`src/tune_pkg.sv`:
```
// Register map, field layout and decode tables for the algorithm tuning register bank
package tune_pkg;

    localparam int unsigned ADDR_W = 8;
    localparam int unsigned DATA_W = 32;

    // Register offsets (printed offsets are byte addresses on this plain port)
    localparam logic [7:0] OFS_ALGO_TUNING_TWO    = 8'hA2;
    localparam logic [7:0] OFS_HW_PIN_SETUP       = 8'hA4;
    localparam logic [7:0] OFS_SYSTEM_SETUP_A     = 8'hA6;
    localparam logic [7:0] OFS_SYSTEM_SETUP_B     = 8'hA8;
    localparam logic [7:0] OFS_PERIPHERAL_SETUP_A = 8'hAA;
    localparam logic [7:0] OFS_GATE_DRIVE_SETUP_A = 8'hAC;
    localparam logic [7:0] OFS_GATE_DRIVE_SETUP_B = 8'hAE;
    localparam logic [7:0] OFS_HW_FIRST           = OFS_HW_PIN_SETUP;
    localparam int unsigned HW_COUNT = 6;

    // Reset values
    localparam logic [31:0] RST_ALGO_TUNING = 32'h0000_0000;
    localparam logic [31:0] RST_HW_SETUP    = 32'h0000_0000;

    // Field positions in the tuning register
    localparam int unsigned BIT_PARITY      = 31;
    localparam int unsigned FW_KP_HI        = 30;
    localparam int unsigned FW_KP_LO        = 21;
    localparam int unsigned FW_KI_HI        = 20;
    localparam int unsigned FW_KI_LO        = 11;
    localparam int unsigned BIT_FW_EN       = 10;
    localparam int unsigned CL_ACC_HI       = 9;
    localparam int unsigned CL_ACC_LO       = 6;
    localparam int unsigned BRK_SLEW_HI     = 5;
    localparam int unsigned BRK_SLEW_LO     = 3;
    localparam int unsigned BIT_EST_SRC     = 1;
    localparam int unsigned BIT_IPD_FINE    = 0;

    // Gain field split: two-bit decimal scale over eight-bit value
    typedef struct packed {
        logic [1:0] scale;
        logic [7:0] value;
    } gain_field_t;

    // Closed-loop initial acceleration, in tenths of a unit per second
    localparam logic [14:0] CL_ACC_TENTHS [16] = '{
        15'h0001, 15'h000A, 15'h0014, 15'h001E, 15'h0032, 15'h0064, 15'h00C8, 15'h012C,
        15'h0190, 15'h01F4, 15'h03E8, 15'h07D0, 15'h1388, 15'h1D4C, 15'h2710, 15'h4E20
    };

    // Active-brake bus-current slew in A/s; code 7 is no limit
    localparam logic [12:0] BRK_SLEW_APS [8] = '{
        13'h000A, 13'h0032, 13'h0064, 13'h00FA, 13'h01F4, 13'h03E8, 13'h1388, 13'h0000
    };
    localparam logic [2:0] BRK_SLEW_NO_LIMIT = 3'h7;

    // Control loop selecting the unit of the slow acceleration
    typedef enum logic [1:0] {
        LOOP_SPEED   = 2'b00,
        LOOP_POWER   = 2'b01,
        LOOP_CURRENT = 2'b10,
        LOOP_VOLTAGE = 2'b11
    } loop_mode_t;

    typedef enum logic [1:0] {
        UNIT_HZ_PER_S   = 2'b00,
        UNIT_W_PER_S    = 2'b01,
        UNIT_A_PER_S    = 2'b10,
        UNIT_MI_PER_S   = 2'b11
    } accel_unit_t;

    // Decoded settings handed to the control algorithm
    typedef struct packed {
        gain_field_t fw_prop_gain;
        gain_field_t fw_integral_gain;
        logic        fw_enable;
        logic [14:0] closed_loop_initial_accel;
        accel_unit_t accel_unit;
        logic [12:0] brake_slew_aps;
        logic        brake_slew_unlimited;
        logic        estimation_param_source;
        logic        position_detect_fine_en;
    } tuning_cfg_t;

    // Register port request
    typedef struct packed {
        logic [7:0]  addr;
        logic [31:0] wdata;
        logic        wr;
        logic        rd;
    } reg_req_t;

endpackage : tune_pkg

```
`src/algo_tuning_config_regs.sv`:
```
// Tuning and hardware configuration register bank for the motor-control engine
`timescale 1ns/1ns
//
// Operation
// - Flux-weakening proportional gain from bits 30:21, scale over value, 0.1 factor.
// - Flux-weakening integral gain from bits 20:11, scale over value, 10.0 factor.
// - Flux weakening runs only while bit 10 is one.
// - Bits 9:6 pick the reduced acceleration just after entering closed loop.
// - That acceleration's unit follows the active control loop.
// - Bits 5:3 pick active-brake bus-current slew; code 7 means unlimited.
// - Bit 1 zero: estimation uses normal open-loop settings.
// - Bit 1 one: estimation uses its dedicated slew, current and speed fields.
// - Bit 0 selects high-resolution initial position detection.
// - Tuning register at A2h, all zero after reset.
// - Six hardware setup registers at even offsets A4h to AEh.
module algo_tuning_config_regs
    import tune_pkg::*;
(
    // Clock and reset
    input  wire logic        clk,
    input  wire logic        rst_b,
    // Register port
    input  wire logic [7:0]  addr,
    input  wire logic [31:0] wdata,
    input  wire logic        wr,
    input  wire logic        rd,
    output logic      [31:0] rdata,
    // Algorithm side
    input  wire loop_mode_t  loop_mode,
    output tuning_cfg_t      tuning_cfg,
    output logic             est_use_dedicated,
    output logic             parity_ok,
    output logic [31:0]      hw_pin_setup,
    output logic [31:0]      system_setup_a,
    output logic [31:0]      system_setup_b,
    output logic [31:0]      peripheral_setup_a,
    output logic [31:0]      gate_drive_setup_a,
    output logic [31:0]      gate_drive_setup_b
);

    logic [31:0] algo_tuning_two_r;
    logic [31:0] hw_setup_r [HW_COUNT];
    tuning_cfg_t cfg_nxt;

    // Index of a hardware setup register; valid only for an even offset in range
    function automatic logic hw_hit(input logic [7:0] a);
        logic [7:0] d;
        d = a - OFS_HW_FIRST;
        return (a >= OFS_HW_FIRST) && (a <= OFS_GATE_DRIVE_SETUP_B) && !d[0];
    endfunction : hw_hit

    function automatic logic [2:0] hw_idx(input logic [7:0] a);
        logic [7:0] d;
        d = a - OFS_HW_FIRST;
        return d[3:1];
    endfunction : hw_idx

    // Tuning register, parity kept as written
    always_ff @(posedge clk)
    begin
        if (!rst_b)
            algo_tuning_two_r <= RST_ALGO_TUNING;
        else if (wr && addr == OFS_ALGO_TUNING_TWO)
            algo_tuning_two_r <= wdata;
    end

    // Hardware setup registers
    always_ff @(posedge clk)
    begin
        if (!rst_b)
        begin
            for (int i = 0; i < HW_COUNT; i++)
                hw_setup_r[i] <= RST_HW_SETUP;
        end
        else if (wr && hw_hit(addr))
            hw_setup_r[hw_idx(addr)] <= wdata;
    end

    // Read data stands one cycle after the read strobe, zero otherwise
    always_ff @(posedge clk)
    begin
        if (!rst_b)
            rdata <= '0;
        else if (rd && addr == OFS_ALGO_TUNING_TWO)
            rdata <= algo_tuning_two_r;
        else if (rd && hw_hit(addr))
            rdata <= hw_setup_r[hw_idx(addr)];
        else
            rdata <= '0;
    end

    tuning_decode u_decode (
        .tuning_word (algo_tuning_two_r),
        .loop_mode   (loop_mode),
        .cfg         (cfg_nxt)
    );

    // Registered outputs to the control algorithm
    always_ff @(posedge clk)
    begin
        if (!rst_b)
        begin
            tuning_cfg        <= '0;
            est_use_dedicated <= 1'b0;
            parity_ok         <= 1'b1;
        end
        else
        begin
            tuning_cfg        <= cfg_nxt;
            est_use_dedicated <= algo_tuning_two_r[BIT_EST_SRC];
            parity_ok         <= ~^algo_tuning_two_r;
        end
    end

    always_ff @(posedge clk)
    begin
        if (!rst_b)
        begin
            hw_pin_setup       <= RST_HW_SETUP;
            system_setup_a     <= RST_HW_SETUP;
            system_setup_b     <= RST_HW_SETUP;
            peripheral_setup_a <= RST_HW_SETUP;
            gate_drive_setup_a <= RST_HW_SETUP;
            gate_drive_setup_b <= RST_HW_SETUP;
        end
        else
        begin
            hw_pin_setup       <= hw_setup_r[0];
            system_setup_a     <= hw_setup_r[1];
            system_setup_b     <= hw_setup_r[2];
            peripheral_setup_a <= hw_setup_r[3];
            gate_drive_setup_a <= hw_setup_r[4];
            gate_drive_setup_b <= hw_setup_r[5];
        end
    end

    a_tuning_reset_zero: assert property (@(posedge clk)
        !rst_b |=> (algo_tuning_two_r == RST_ALGO_TUNING))
        else $error("tuning register not zero after reset");

    a_tuning_write_read: assert property (@(posedge clk) disable iff (!rst_b)
        (wr && addr == OFS_ALGO_TUNING_TWO) ##1 (rd && addr == OFS_ALGO_TUNING_TWO)
        |=> (rdata == $past(wdata, 2)))
        else $error("tuning word not read back as written");

    a_fw_enable_path: assert property (@(posedge clk) disable iff (!rst_b)
        (wr && addr == OFS_ALGO_TUNING_TWO)
        |-> ##2 (tuning_cfg.fw_enable == $past(wdata[BIT_FW_EN], 2)))
        else $error("flux weakening enable not following bit 10");

    a_kp_field_path: assert property (@(posedge clk) disable iff (!rst_b)
        (wr && addr == OFS_ALGO_TUNING_TWO) |-> ##2
        (tuning_cfg.fw_prop_gain == $past(wdata[FW_KP_HI:FW_KP_LO], 2)))
        else $error("proportional gain field mismatch");

    a_ki_field_path: assert property (@(posedge clk) disable iff (!rst_b)
        (wr && addr == OFS_ALGO_TUNING_TWO) |-> ##2
        (tuning_cfg.fw_integral_gain == $past(wdata[FW_KI_HI:FW_KI_LO], 2)))
        else $error("integral gain field mismatch");

    a_brake_no_limit: assert property (@(posedge clk) disable iff (!rst_b)
        (wr && addr == OFS_ALGO_TUNING_TWO && wdata[BRK_SLEW_HI:BRK_SLEW_LO] == BRK_SLEW_NO_LIMIT)
        |-> ##2 tuning_cfg.brake_slew_unlimited)
        else $error("brake slew code 7 not unlimited");

    a_accel_code_max: assert property (@(posedge clk) disable iff (!rst_b)
        (wr && addr == OFS_ALGO_TUNING_TWO && wdata[CL_ACC_HI:CL_ACC_LO] == 4'hF)
        |-> ##2 (tuning_cfg.closed_loop_initial_accel == 15'h4E20))
        else $error("slow acceleration code F not 2000");

    a_estimate_source: assert property (@(posedge clk) disable iff (!rst_b)
        (wr && addr == OFS_ALGO_TUNING_TWO) |-> ##2
        (est_use_dedicated == $past(wdata[BIT_EST_SRC], 2)))
        else $error("estimation source select mismatch");

    a_fine_detect: assert property (@(posedge clk) disable iff (!rst_b)
        (wr && addr == OFS_ALGO_TUNING_TWO) |-> ##2
        (tuning_cfg.position_detect_fine_en == $past(wdata[BIT_IPD_FINE], 2)))
        else $error("position detect resolution mismatch");

    a_hw_odd_ignored: assert property (@(posedge clk) disable iff (!rst_b)
        (rd && addr == 8'hA5) |=> (rdata == 32'h0000_0000))
        else $error("odd hardware offset not reading zero");

    a_unit_follows: assert property (@(posedge clk) disable iff (!rst_b)
        (rst_b && loop_mode == LOOP_VOLTAGE) |=> (tuning_cfg.accel_unit == UNIT_MI_PER_S))
        else $error("acceleration unit not following loop");

    a_unit_speed: assert property (@(posedge clk) disable iff (!rst_b)
        (rst_b && loop_mode == LOOP_SPEED)
        |=> (tuning_cfg.accel_unit == UNIT_HZ_PER_S))
        else $error("speed loop unit not hertz per second");

    a_unit_power: assert property (@(posedge clk) disable iff (!rst_b)
        (rst_b && loop_mode == LOOP_POWER)
        |=> (tuning_cfg.accel_unit == UNIT_W_PER_S))
        else $error("power loop unit not watts per second");

    a_unit_current: assert property (@(posedge clk) disable iff (!rst_b)
        (rst_b && loop_mode == LOOP_CURRENT)
        |=> (tuning_cfg.accel_unit == UNIT_A_PER_S))
        else $error("current loop unit not amperes per second");

    a_pin_setup_out: assert property (@(posedge clk) disable iff (!rst_b)
        (wr && addr == OFS_HW_PIN_SETUP)
        |-> ##2 (hw_pin_setup == $past(wdata, 2)))
        else $error("pin setup output not following write");

    a_sys_a_out: assert property (@(posedge clk) disable iff (!rst_b)
        (wr && addr == OFS_SYSTEM_SETUP_A)
        |-> ##2 (system_setup_a == $past(wdata, 2)))
        else $error("first system setup output not following write");

    a_sys_b_out: assert property (@(posedge clk) disable iff (!rst_b)
        (wr && addr == OFS_SYSTEM_SETUP_B)
        |-> ##2 (system_setup_b == $past(wdata, 2)))
        else $error("second system setup output not following write");

    a_periph_out: assert property (@(posedge clk) disable iff (!rst_b)
        (wr && addr == OFS_PERIPHERAL_SETUP_A)
        |-> ##2 (peripheral_setup_a == $past(wdata, 2)))
        else $error("peripheral setup output not following write");

    a_gate_a_out: assert property (@(posedge clk) disable iff (!rst_b)
        (wr && addr == OFS_GATE_DRIVE_SETUP_A)
        |-> ##2 (gate_drive_setup_a == $past(wdata, 2)))
        else $error("first gate drive output not following write");

    a_gate_b_out: assert property (@(posedge clk) disable iff (!rst_b)
        (wr && addr == OFS_GATE_DRIVE_SETUP_B)
        |-> ##2 (gate_drive_setup_b == $past(wdata, 2)))
        else $error("second gate drive output not following write");

    a_tuning_read: assert property (@(posedge clk) disable iff (!rst_b)
        (rd && addr == OFS_ALGO_TUNING_TWO)
        |=> (rdata == $past(algo_tuning_two_r)))
        else $error("tuning read not returning stored word");

    a_gate_b_read: assert property (@(posedge clk) disable iff (!rst_b)
        (rd && addr == OFS_GATE_DRIVE_SETUP_B)
        |=> (rdata == $past(hw_setup_r[hw_idx(OFS_GATE_DRIVE_SETUP_B)])))
        else $error("gate drive read not returning stored word");

    a_reserved_read_zero: assert property (@(posedge clk) disable iff (!rst_b)
        (rd && addr != OFS_ALGO_TUNING_TWO && !hw_hit(addr))
        |=> (rdata == '0))
        else $error("unassigned offset not reading zero");

    a_rdata_idle: assert property (@(posedge clk) disable iff (!rst_b)
        (rst_b && !rd)
        |=> (rdata == '0))
        else $error("read data not zero without a read");

    a_no_write_hold: assert property (@(posedge clk) disable iff (!rst_b)
        (rst_b && !(wr && addr == OFS_ALGO_TUNING_TWO))
        |=> $stable(algo_tuning_two_r))
        else $error("tuning register changed without a write");

    a_parity_track: assert property (@(posedge clk) disable iff (!rst_b)
        (wr && addr == OFS_ALGO_TUNING_TWO)
        |-> ##2 (parity_ok == ~^$past(wdata, 2)))
        else $error("parity flag not tracking stored word");

    a_slew_code_zero: assert property (@(posedge clk) disable iff (!rst_b)
        (wr && addr == OFS_ALGO_TUNING_TWO && wdata[BRK_SLEW_HI:BRK_SLEW_LO] == '0)
        |-> ##2 (tuning_cfg.brake_slew_aps == BRK_SLEW_APS[0]))
        else $error("brake slew code 0 not lowest rate");

    a_slew_limited: assert property (@(posedge clk) disable iff (!rst_b)
        (wr && addr == OFS_ALGO_TUNING_TWO && wdata[BRK_SLEW_HI:BRK_SLEW_LO] != BRK_SLEW_NO_LIMIT)
        |-> ##2 !tuning_cfg.brake_slew_unlimited)
        else $error("limited brake slew code marked unlimited");

    a_accel_code_zero: assert property (@(posedge clk) disable iff (!rst_b)
        (wr && addr == OFS_ALGO_TUNING_TWO && wdata[CL_ACC_HI:CL_ACC_LO] == '0)
        |-> ##2 (tuning_cfg.closed_loop_initial_accel == CL_ACC_TENTHS[0]))
        else $error("slow acceleration code 0 not lowest rate");

    a_fw_disabled: assert property (@(posedge clk) disable iff (!rst_b)
        (wr && addr == OFS_ALGO_TUNING_TWO && !wdata[BIT_FW_EN])
        |-> ##2 !tuning_cfg.fw_enable)
        else $error("flux weakening enabled with bit 10 clear");

    a_est_source_cfg: assert property (@(posedge clk) disable iff (!rst_b)
        (wr && addr == OFS_ALGO_TUNING_TWO)
        |-> ##2 (tuning_cfg.estimation_param_source == $past(wdata[BIT_EST_SRC], 2)))
        else $error("estimation source field mismatch");

    a_cfg_reset_zero: assert property (@(posedge clk)
        !rst_b
        |=> (tuning_cfg == '0))
        else $error("decoded settings not cleared by reset");

    a_rdata_reset_zero: assert property (@(posedge clk)
        !rst_b
        |=> (rdata == '0))
        else $error("read data not cleared by reset");

    a_parity_reset_ok: assert property (@(posedge clk)
        !rst_b
        |=> parity_ok)
        else $error("parity flag not set for cleared word");

    a_hw_reset_zero: assert property (@(posedge clk)
        !rst_b
        |=> (hw_pin_setup == RST_HW_SETUP && gate_drive_setup_b == RST_HW_SETUP))
        else $error("hardware setup outputs not cleared by reset");

endmodule : algo_tuning_config_regs

```
`src/tuning_decode.sv`:
```
// Decodes the tuning word into the settings used by the control algorithm
`timescale 1ns/1ns
module tuning_decode
    import tune_pkg::*;
(
    // Register contents and active loop
    input  wire logic [31:0] tuning_word,
    input  wire loop_mode_t  loop_mode,
    // Decoded settings
    output tuning_cfg_t      cfg
);

    always_comb
    begin
        cfg                           = '0;
        cfg.fw_prop_gain              = tuning_word[FW_KP_HI:FW_KP_LO];
        cfg.fw_integral_gain          = tuning_word[FW_KI_HI:FW_KI_LO];
        cfg.fw_enable                 = tuning_word[BIT_FW_EN];
        cfg.closed_loop_initial_accel = CL_ACC_TENTHS[tuning_word[CL_ACC_HI:CL_ACC_LO]];
        unique case (loop_mode)
            LOOP_SPEED:   cfg.accel_unit = UNIT_HZ_PER_S;
            LOOP_POWER:   cfg.accel_unit = UNIT_W_PER_S;
            LOOP_CURRENT: cfg.accel_unit = UNIT_A_PER_S;
            LOOP_VOLTAGE: cfg.accel_unit = UNIT_MI_PER_S;
        endcase
        cfg.brake_slew_aps            = BRK_SLEW_APS[tuning_word[BRK_SLEW_HI:BRK_SLEW_LO]];
        cfg.brake_slew_unlimited      =
            (tuning_word[BRK_SLEW_HI:BRK_SLEW_LO] == BRK_SLEW_NO_LIMIT);
        cfg.estimation_param_source   = tuning_word[BIT_EST_SRC];
        cfg.position_detect_fine_en   = tuning_word[BIT_IPD_FINE];
    end

endmodule : tuning_decode

```
`config.mk`:
```
export PLATFORM = sky130hd
export DESIGN_NAME = algo_tuning_config_regs
export DESIGN_NICKNAME = d
export VERILOG_FILES = /design/src/tune_pkg.sv /design/src/algo_tuning_config_regs.sv /design/src/tuning_decode.sv
export SDC_FILE = /design/constraint.sdc
export NUM_CORES = 1
export LEC_CHECK = 0
export BUFFER_PORTS_ARGS = -buffer_cell sky130_fd_sc_hd__buf_4
export CELL_PAD_IN_SITES_DETAIL_PLACEMENT = 1
export CELL_PAD_IN_SITES_GLOBAL_PLACEMENT = 1
export CORE_MARGIN = 5
export CORE_UTILIZATION = 42
export CTS_BUF_LIST = sky130_fd_sc_hd__clkbuf_16
export DETAILED_ROUTE_END_ITERATION = 12
export PLACE_DENSITY_LB_ADDON = 0.1
export SKIP_CTS_REPAIR_TIMING = 1
export SYNTH_ARGS = -nofsm -noshare
export SYNTH_HDL_FRONTEND = slang
export SYNTH_SLANG_ARGS = --single-unit
```
`constraint.sdc`:
```
create_clock -name clk -period 5.1 [get_ports clk]
set_clock_uncertainty 0.15 [all_clocks]
set_input_delay 0.51 -clock clk [delete_from_list [all_inputs] [get_ports clk]]
set_output_delay 0.51 -clock clk [all_outputs]
set_load 0.02 [all_outputs]
```
* After elaboration in Yosys (flattened, before gate mapping) *
Memories as Yosys holds them, arrays and structs flattened. A register that Yosys moved wholly into a read port is not among the register bits.
Index checks and enable logic that the tools add are counted.

cells by class
  muxes and demuxes = 10
  bitwise logic cells = 2
  eq/ne operators = 5
  reduce and logical (&&, ||, !) cells = 18
  add/sub/neg operators = 1
  $lt $le $gt $ge = 2

operators with widths
  kind                                                       number
  2-to-1 mux 32 bit                                          3
  OR reduction 32 bit                                        1
  XNOR reduction 32 bit                                      1
  logical NOT 1 bit                                          9
  == test 8 bit (second input constant)                      1
  greater-or-equal comparator 8 bit (second input constant)  1
  less-or-equal comparator 8 bit (second input constant)     1
  one-hot mux 2 bit (4 select lines)                         1
  logical AND 1 bit                                          6
  2-to-1 mux 1 bit                                           5
  NOT 4 -> 5 bit                                             1
  == test 2 bit (second input constant)                      2
  NOT 3 -> 4 bit                                             1
  subtractor 4 x 3 -> 4 bit (second input constant)          1
  == test 3 bit (second input constant)                      1
  2-to-1 mux 3 bit                                           1
  == test 2 x 1 -> 1 bit (second input constant)             1
  logical NOT 2 bit                                          1

word-level totals
  memories = 3
  memory bits (writable) = 192
  flip-flop bits (word level) = 91
  ROM bits = 344

memory list
  name             words  width  read ports  clocked after memory_dff  wr ports  line                           RTL
  (no name shown)  16     15     1           1                         0         tuning_decode.sv:19            cfg.closed_loop_initial_accel = CL_ACC_TENTHS[tuning_word[CL_ACC_HI:CL_ACC_LO]];
  hw_setup_r       6      32     7           6                         6         algo_tuning_config_regs.sv:42  logic [31:0] hw_setup_r [HW_COUNT];
  (no name shown)  8      13     1           1                         0         tuning_decode.sv:26            cfg.brake_slew_aps = BRK_SLEW_APS[tuning_word[BRK_SLEW_HI:BRK_SLEW_LO]];

* Logic depth before layout (Yosys ltp) *
  depth after elaboration = 9
  gate-level depth with buffers = 8
  mapped depth without buffers = 7

* Hierarchy *
From an unflattened synthesis, not the netlist that was laid out.

second synthesis, totals
  cell total of the unflattened synthesis = 1520
  area total of the unflattened synthesis = 20922.6 um^2

modules (own cells, without submodules)
  module                   cells each  area an instance (um^2)  times used
  algo_tuning_config_regs  1421        20221.9                  1
  tuning_decode            99          700.7                    1

* Worst setup path before layout *
OpenSTA, ideal clock, no wires.

  path kind = input port to flip-flop
  start point = input addr[2]
  end point = memory hw_setup_r[5][0], enable pin
  setup slack = 0.112 ns
  required time = 4.480 ns
  stages on the path = 6
  path buffers = 3
  setup time = 0.470 ns
  arrival = 4.368 ns
  cells stage by stage = inv_4 buf_1 ha_1 buf_2 clkbuf_1 o31ai_1

RTL lines
  what                line                           RTL
  start: declaration  algo_tuning_config_regs.sv:23  input wire logic [7:0] addr,
  end: declaration    algo_tuning_config_regs.sv:42

==> summary.txt <==
Run status
  – Outcome: finished clean

Run
  – Max-Cap Viols: 0

Timing
  – RSZ-0062 raised after global routing: false
  – Final Max Slew Viols: 0
  – Fin Setup TNS: 0 ns
  – Relative slew slack: 0.2016
  – Fin. Hold Viols: 0
  – Worst-Margin Slew: ~1.2 ns
  – Fin crit share: 0.6873
  – Hold slack: roughly 0.073 ns
  – Max Fclk: between 200 and 300 MHz
  – Setup violators final: 0
  – Crit path time final: between 3 and 4 ns

GRT
  – Largest net degree at the start of global routing: ~140
  – Initial antenna violation count: 3
  – First-pass GRT wire length: 86310 µm
  – Vias in the first global route: between 10000 and 15000
  – GRT overflow: 0
  – Gr usage total: 0.2150

Clock network
  – TritonCTS clock tree: built
  – Clock Latency Late Sink: ~0.6 ns
  – TritonCTS Buffers: 58
  – Reg clk slew, reported paths: 0.06 ns
  – CTS sink cnt: 564
  – Clk root buf: clkbuf_16
  – Deepest clock path buffer count: 3
  – H-tree depth: 2

Floorplan
  – # rows: slightly above 80
  – I/O pins: ~330
  – Core area: approximately 50000 µm²
  – Starting density of the core: 0.4228
  – Die width: around 230 µm
  – DIE HEIGHT: around 230 µm
  – Die area: 53500 µm²

Final layout
  – Multi-input logic area: about 6300 µm²
  – Fillers: approximately 4800
  – Most common cell after layout, fill and taps aside: and2_1
  – # nets final: 1808
  – Layout Area Growth over Synthesis: 24.01%
  – Most frequent cells in the layout: and2_1, buf_4, dfxtp_1
  – Share of post-route cells with drive strength above 1: 0.2865
  – Design area: approximately 26000 µm²
  – Register area: between 10000 and 15000 µm²
  – Layout Cells excl Fill: roughly 2400

Logic synthesis
  – Mux cell area share after synthesis: 0.1032
  – Synth Area per Inst: between 10 and 15 µm²
  – Synthesis warning total: 0
  – Top_reg_cell synth: dfxtp_1
  – Ranking of synthesized cells by area: edfxtp_1, dfxtp_1, and2_1
  – Post-synth ARST share: 0
  – Top cell type's share of synthesized area: 0.3737
  – Post-synth EDFFs: 256
  – Yosys reg bits: ~560
  – Synth Area in Adders: 0.01095
  – Synth Cell Area: between 20000 and 25000 µm²
  – Part of the Yosys area used for sequential elements: 0.6735
  – Synth cell types: 45
  – Mapped Cells: between 1000 and 1500
  – Post-synth top area cell: edfxtp_1
  – Synth Area in XOR/XNOR: 0.01308
  – Simple logic cell fraction of the synthesized area: 0.1614
  – Synth Area in Compound Gates: 0.01478
  – Largest family of logic cells by synthesized area: simple AND/OR/NAND/NOR gates

Placement
  – Placed insts: between 2000 and 2500
  – Post-DP Area: between 20000 and 25000 µm²
  – Placer Congestion: 0.7570
  – Hpwl dp: a little under 40000 µm
  – Port buffer count: 322

Setup path
  – Setup CP Type: in -> reg
  – Max FO, Critical Path: 35
  – Crit path required time: just over 5 ns
  – Critical Path AT: ~3.6 ns
  – Crit. End Element: flip-flop
  – Crit path launch type: input port

Power
  – Total Power: roughly 0.0099 W
  – Power per Cell Area: 387.9 nW/µm²
  – Worst VDD drop: between 0.2 and 0.25 mV
  – P_leak: 10.28 nW

Drt
  – DRC: 0
  – Drt pass-1 iters: 5
  – Number of vias per cell: approximately 5
  – ANT nets after route: 0
  – Routed via count: around 12000
  – DR iter-0 viols: about 720
  – Total wire length: between 50000 and 60000 µm
  – Wire length per cell: 24.20 µm

Hold path
  – Hold Crit Class: in -> reg
-- worst paths after layout --
path,depth (start not counted),slack [ns],end,startpoint
worst max register to register,6,2.44,parity_ok$_SDFF_PN1_,algo_tuning_two_r[8]$_SDFFE_PN0P_
worst max-delay path,6,1.59,hw_setup_r[0][13]$_SDFFCE_PN0P_,addr[2]
worst min register to register,1,0.32,gate_drive_setup_b[4]$_SDFF_PN0_,hw_setup_r[5][4]$_DFFE_PP_
worst min-delay path,3,0.07,algo_tuning_two_r[10]$_SDFFE_PN0P_,wdata[10]
-- per-stage QoR --
step / setup WS [ns] / util
floorplan: 0.1119 / -
global placement: 1.018 / 0.4835
detailed placement: 0.9394 / 0.4835
CTS: 1.575 / 0.5238
global route: 1.436 / 0.5242
finish: 1.595 / 0.5243
-- sequential cells by signal, summed over array words and instances, names as in the netlist --
register,count
algo_tuning_two_r,32
est_use_dedicated,1
gate_drive_setup_a,32
gate_drive_setup_b,32
hw_pin_setup,32
hw_setup_r,256
parity_ok,1
peripheral_setup_a,32
rdata,32
system_setup_a,32
system_setup_b,32
tuning_cfg,50
-- layout make-up --
class / instances / share of cell area
Antenna cell: 3 / 0.0002943
Inverter: 10 / 0.001570
Sequential cell: 564 / 0.5431
Tap cell: 622 / 0.03051
Timing Repair Buffer: 340 / 0.1006
Clock inverter: 41 / 0.009173
Multi-Input combinational cell: 770 / 0.2471
Clock buffer: 69 / 0.06769
-- critical path, cell delays in order --
cell	delay, ns
buf_4	0.17
inv_4	0.60
ha_4	0.63
nand3_1	0.46
nor3_4	0.25
nand2b_2	0.93
-- layer usage --
layer	global-route usage	share of wire	vias up
met5	0	0	-
met4	0.05665	0.021	0
met3	0.04043	0.056	79
met2	0.3570	0.48	342
met1	0.2931	0.44	6176
li1	-	-	5535
-- power by group --
group	leakage [nW]	switching, W	internal (W)	total (W)
registers	4.80	0.0000917	0.00488	0.00497
logic	4.44	0.000371	0.000282	0.000654
clock network	1.04	0.00177	0.00250	0.00427
-- synthesized netlist by cell type (2+ instances only) --
cell / count
clkbuf_1: 50
nand2b_1: 7
nor2_1: 14
a22oi_1: 2
xnor2_1: 20
inv_1: 8
xor2_1: 3
nor3_4: 2
nand3_1: 2
o21ai_0: 5
ha_1: 18
nor2b_1: 34
nand2_1: 48
a21boi_1: 2
o311a_1: 2
edfxtp_1: 256
a21oi_1: 2
mux2i_1: 68
buf_6: 9
o21ai_1: 33
mux4_2: 64
buf_2: 20
and2_1: 415
dfxtp_1: 308
nor4_4: 3
and3_1: 7
xnor3_1: 3
buf_4: 5
-- cells by family after synthesis --
group | after synthesis
xor gates and xnor gates | 26
and+or+nand+nor | 540
buffers and inverters | 95
muxes | 132
adders and majority gates | 18
other | 1
AOI/OAI and AO/OA | 51
DFF | 564
Note: power is estimated with default switching activity, not from simulation.
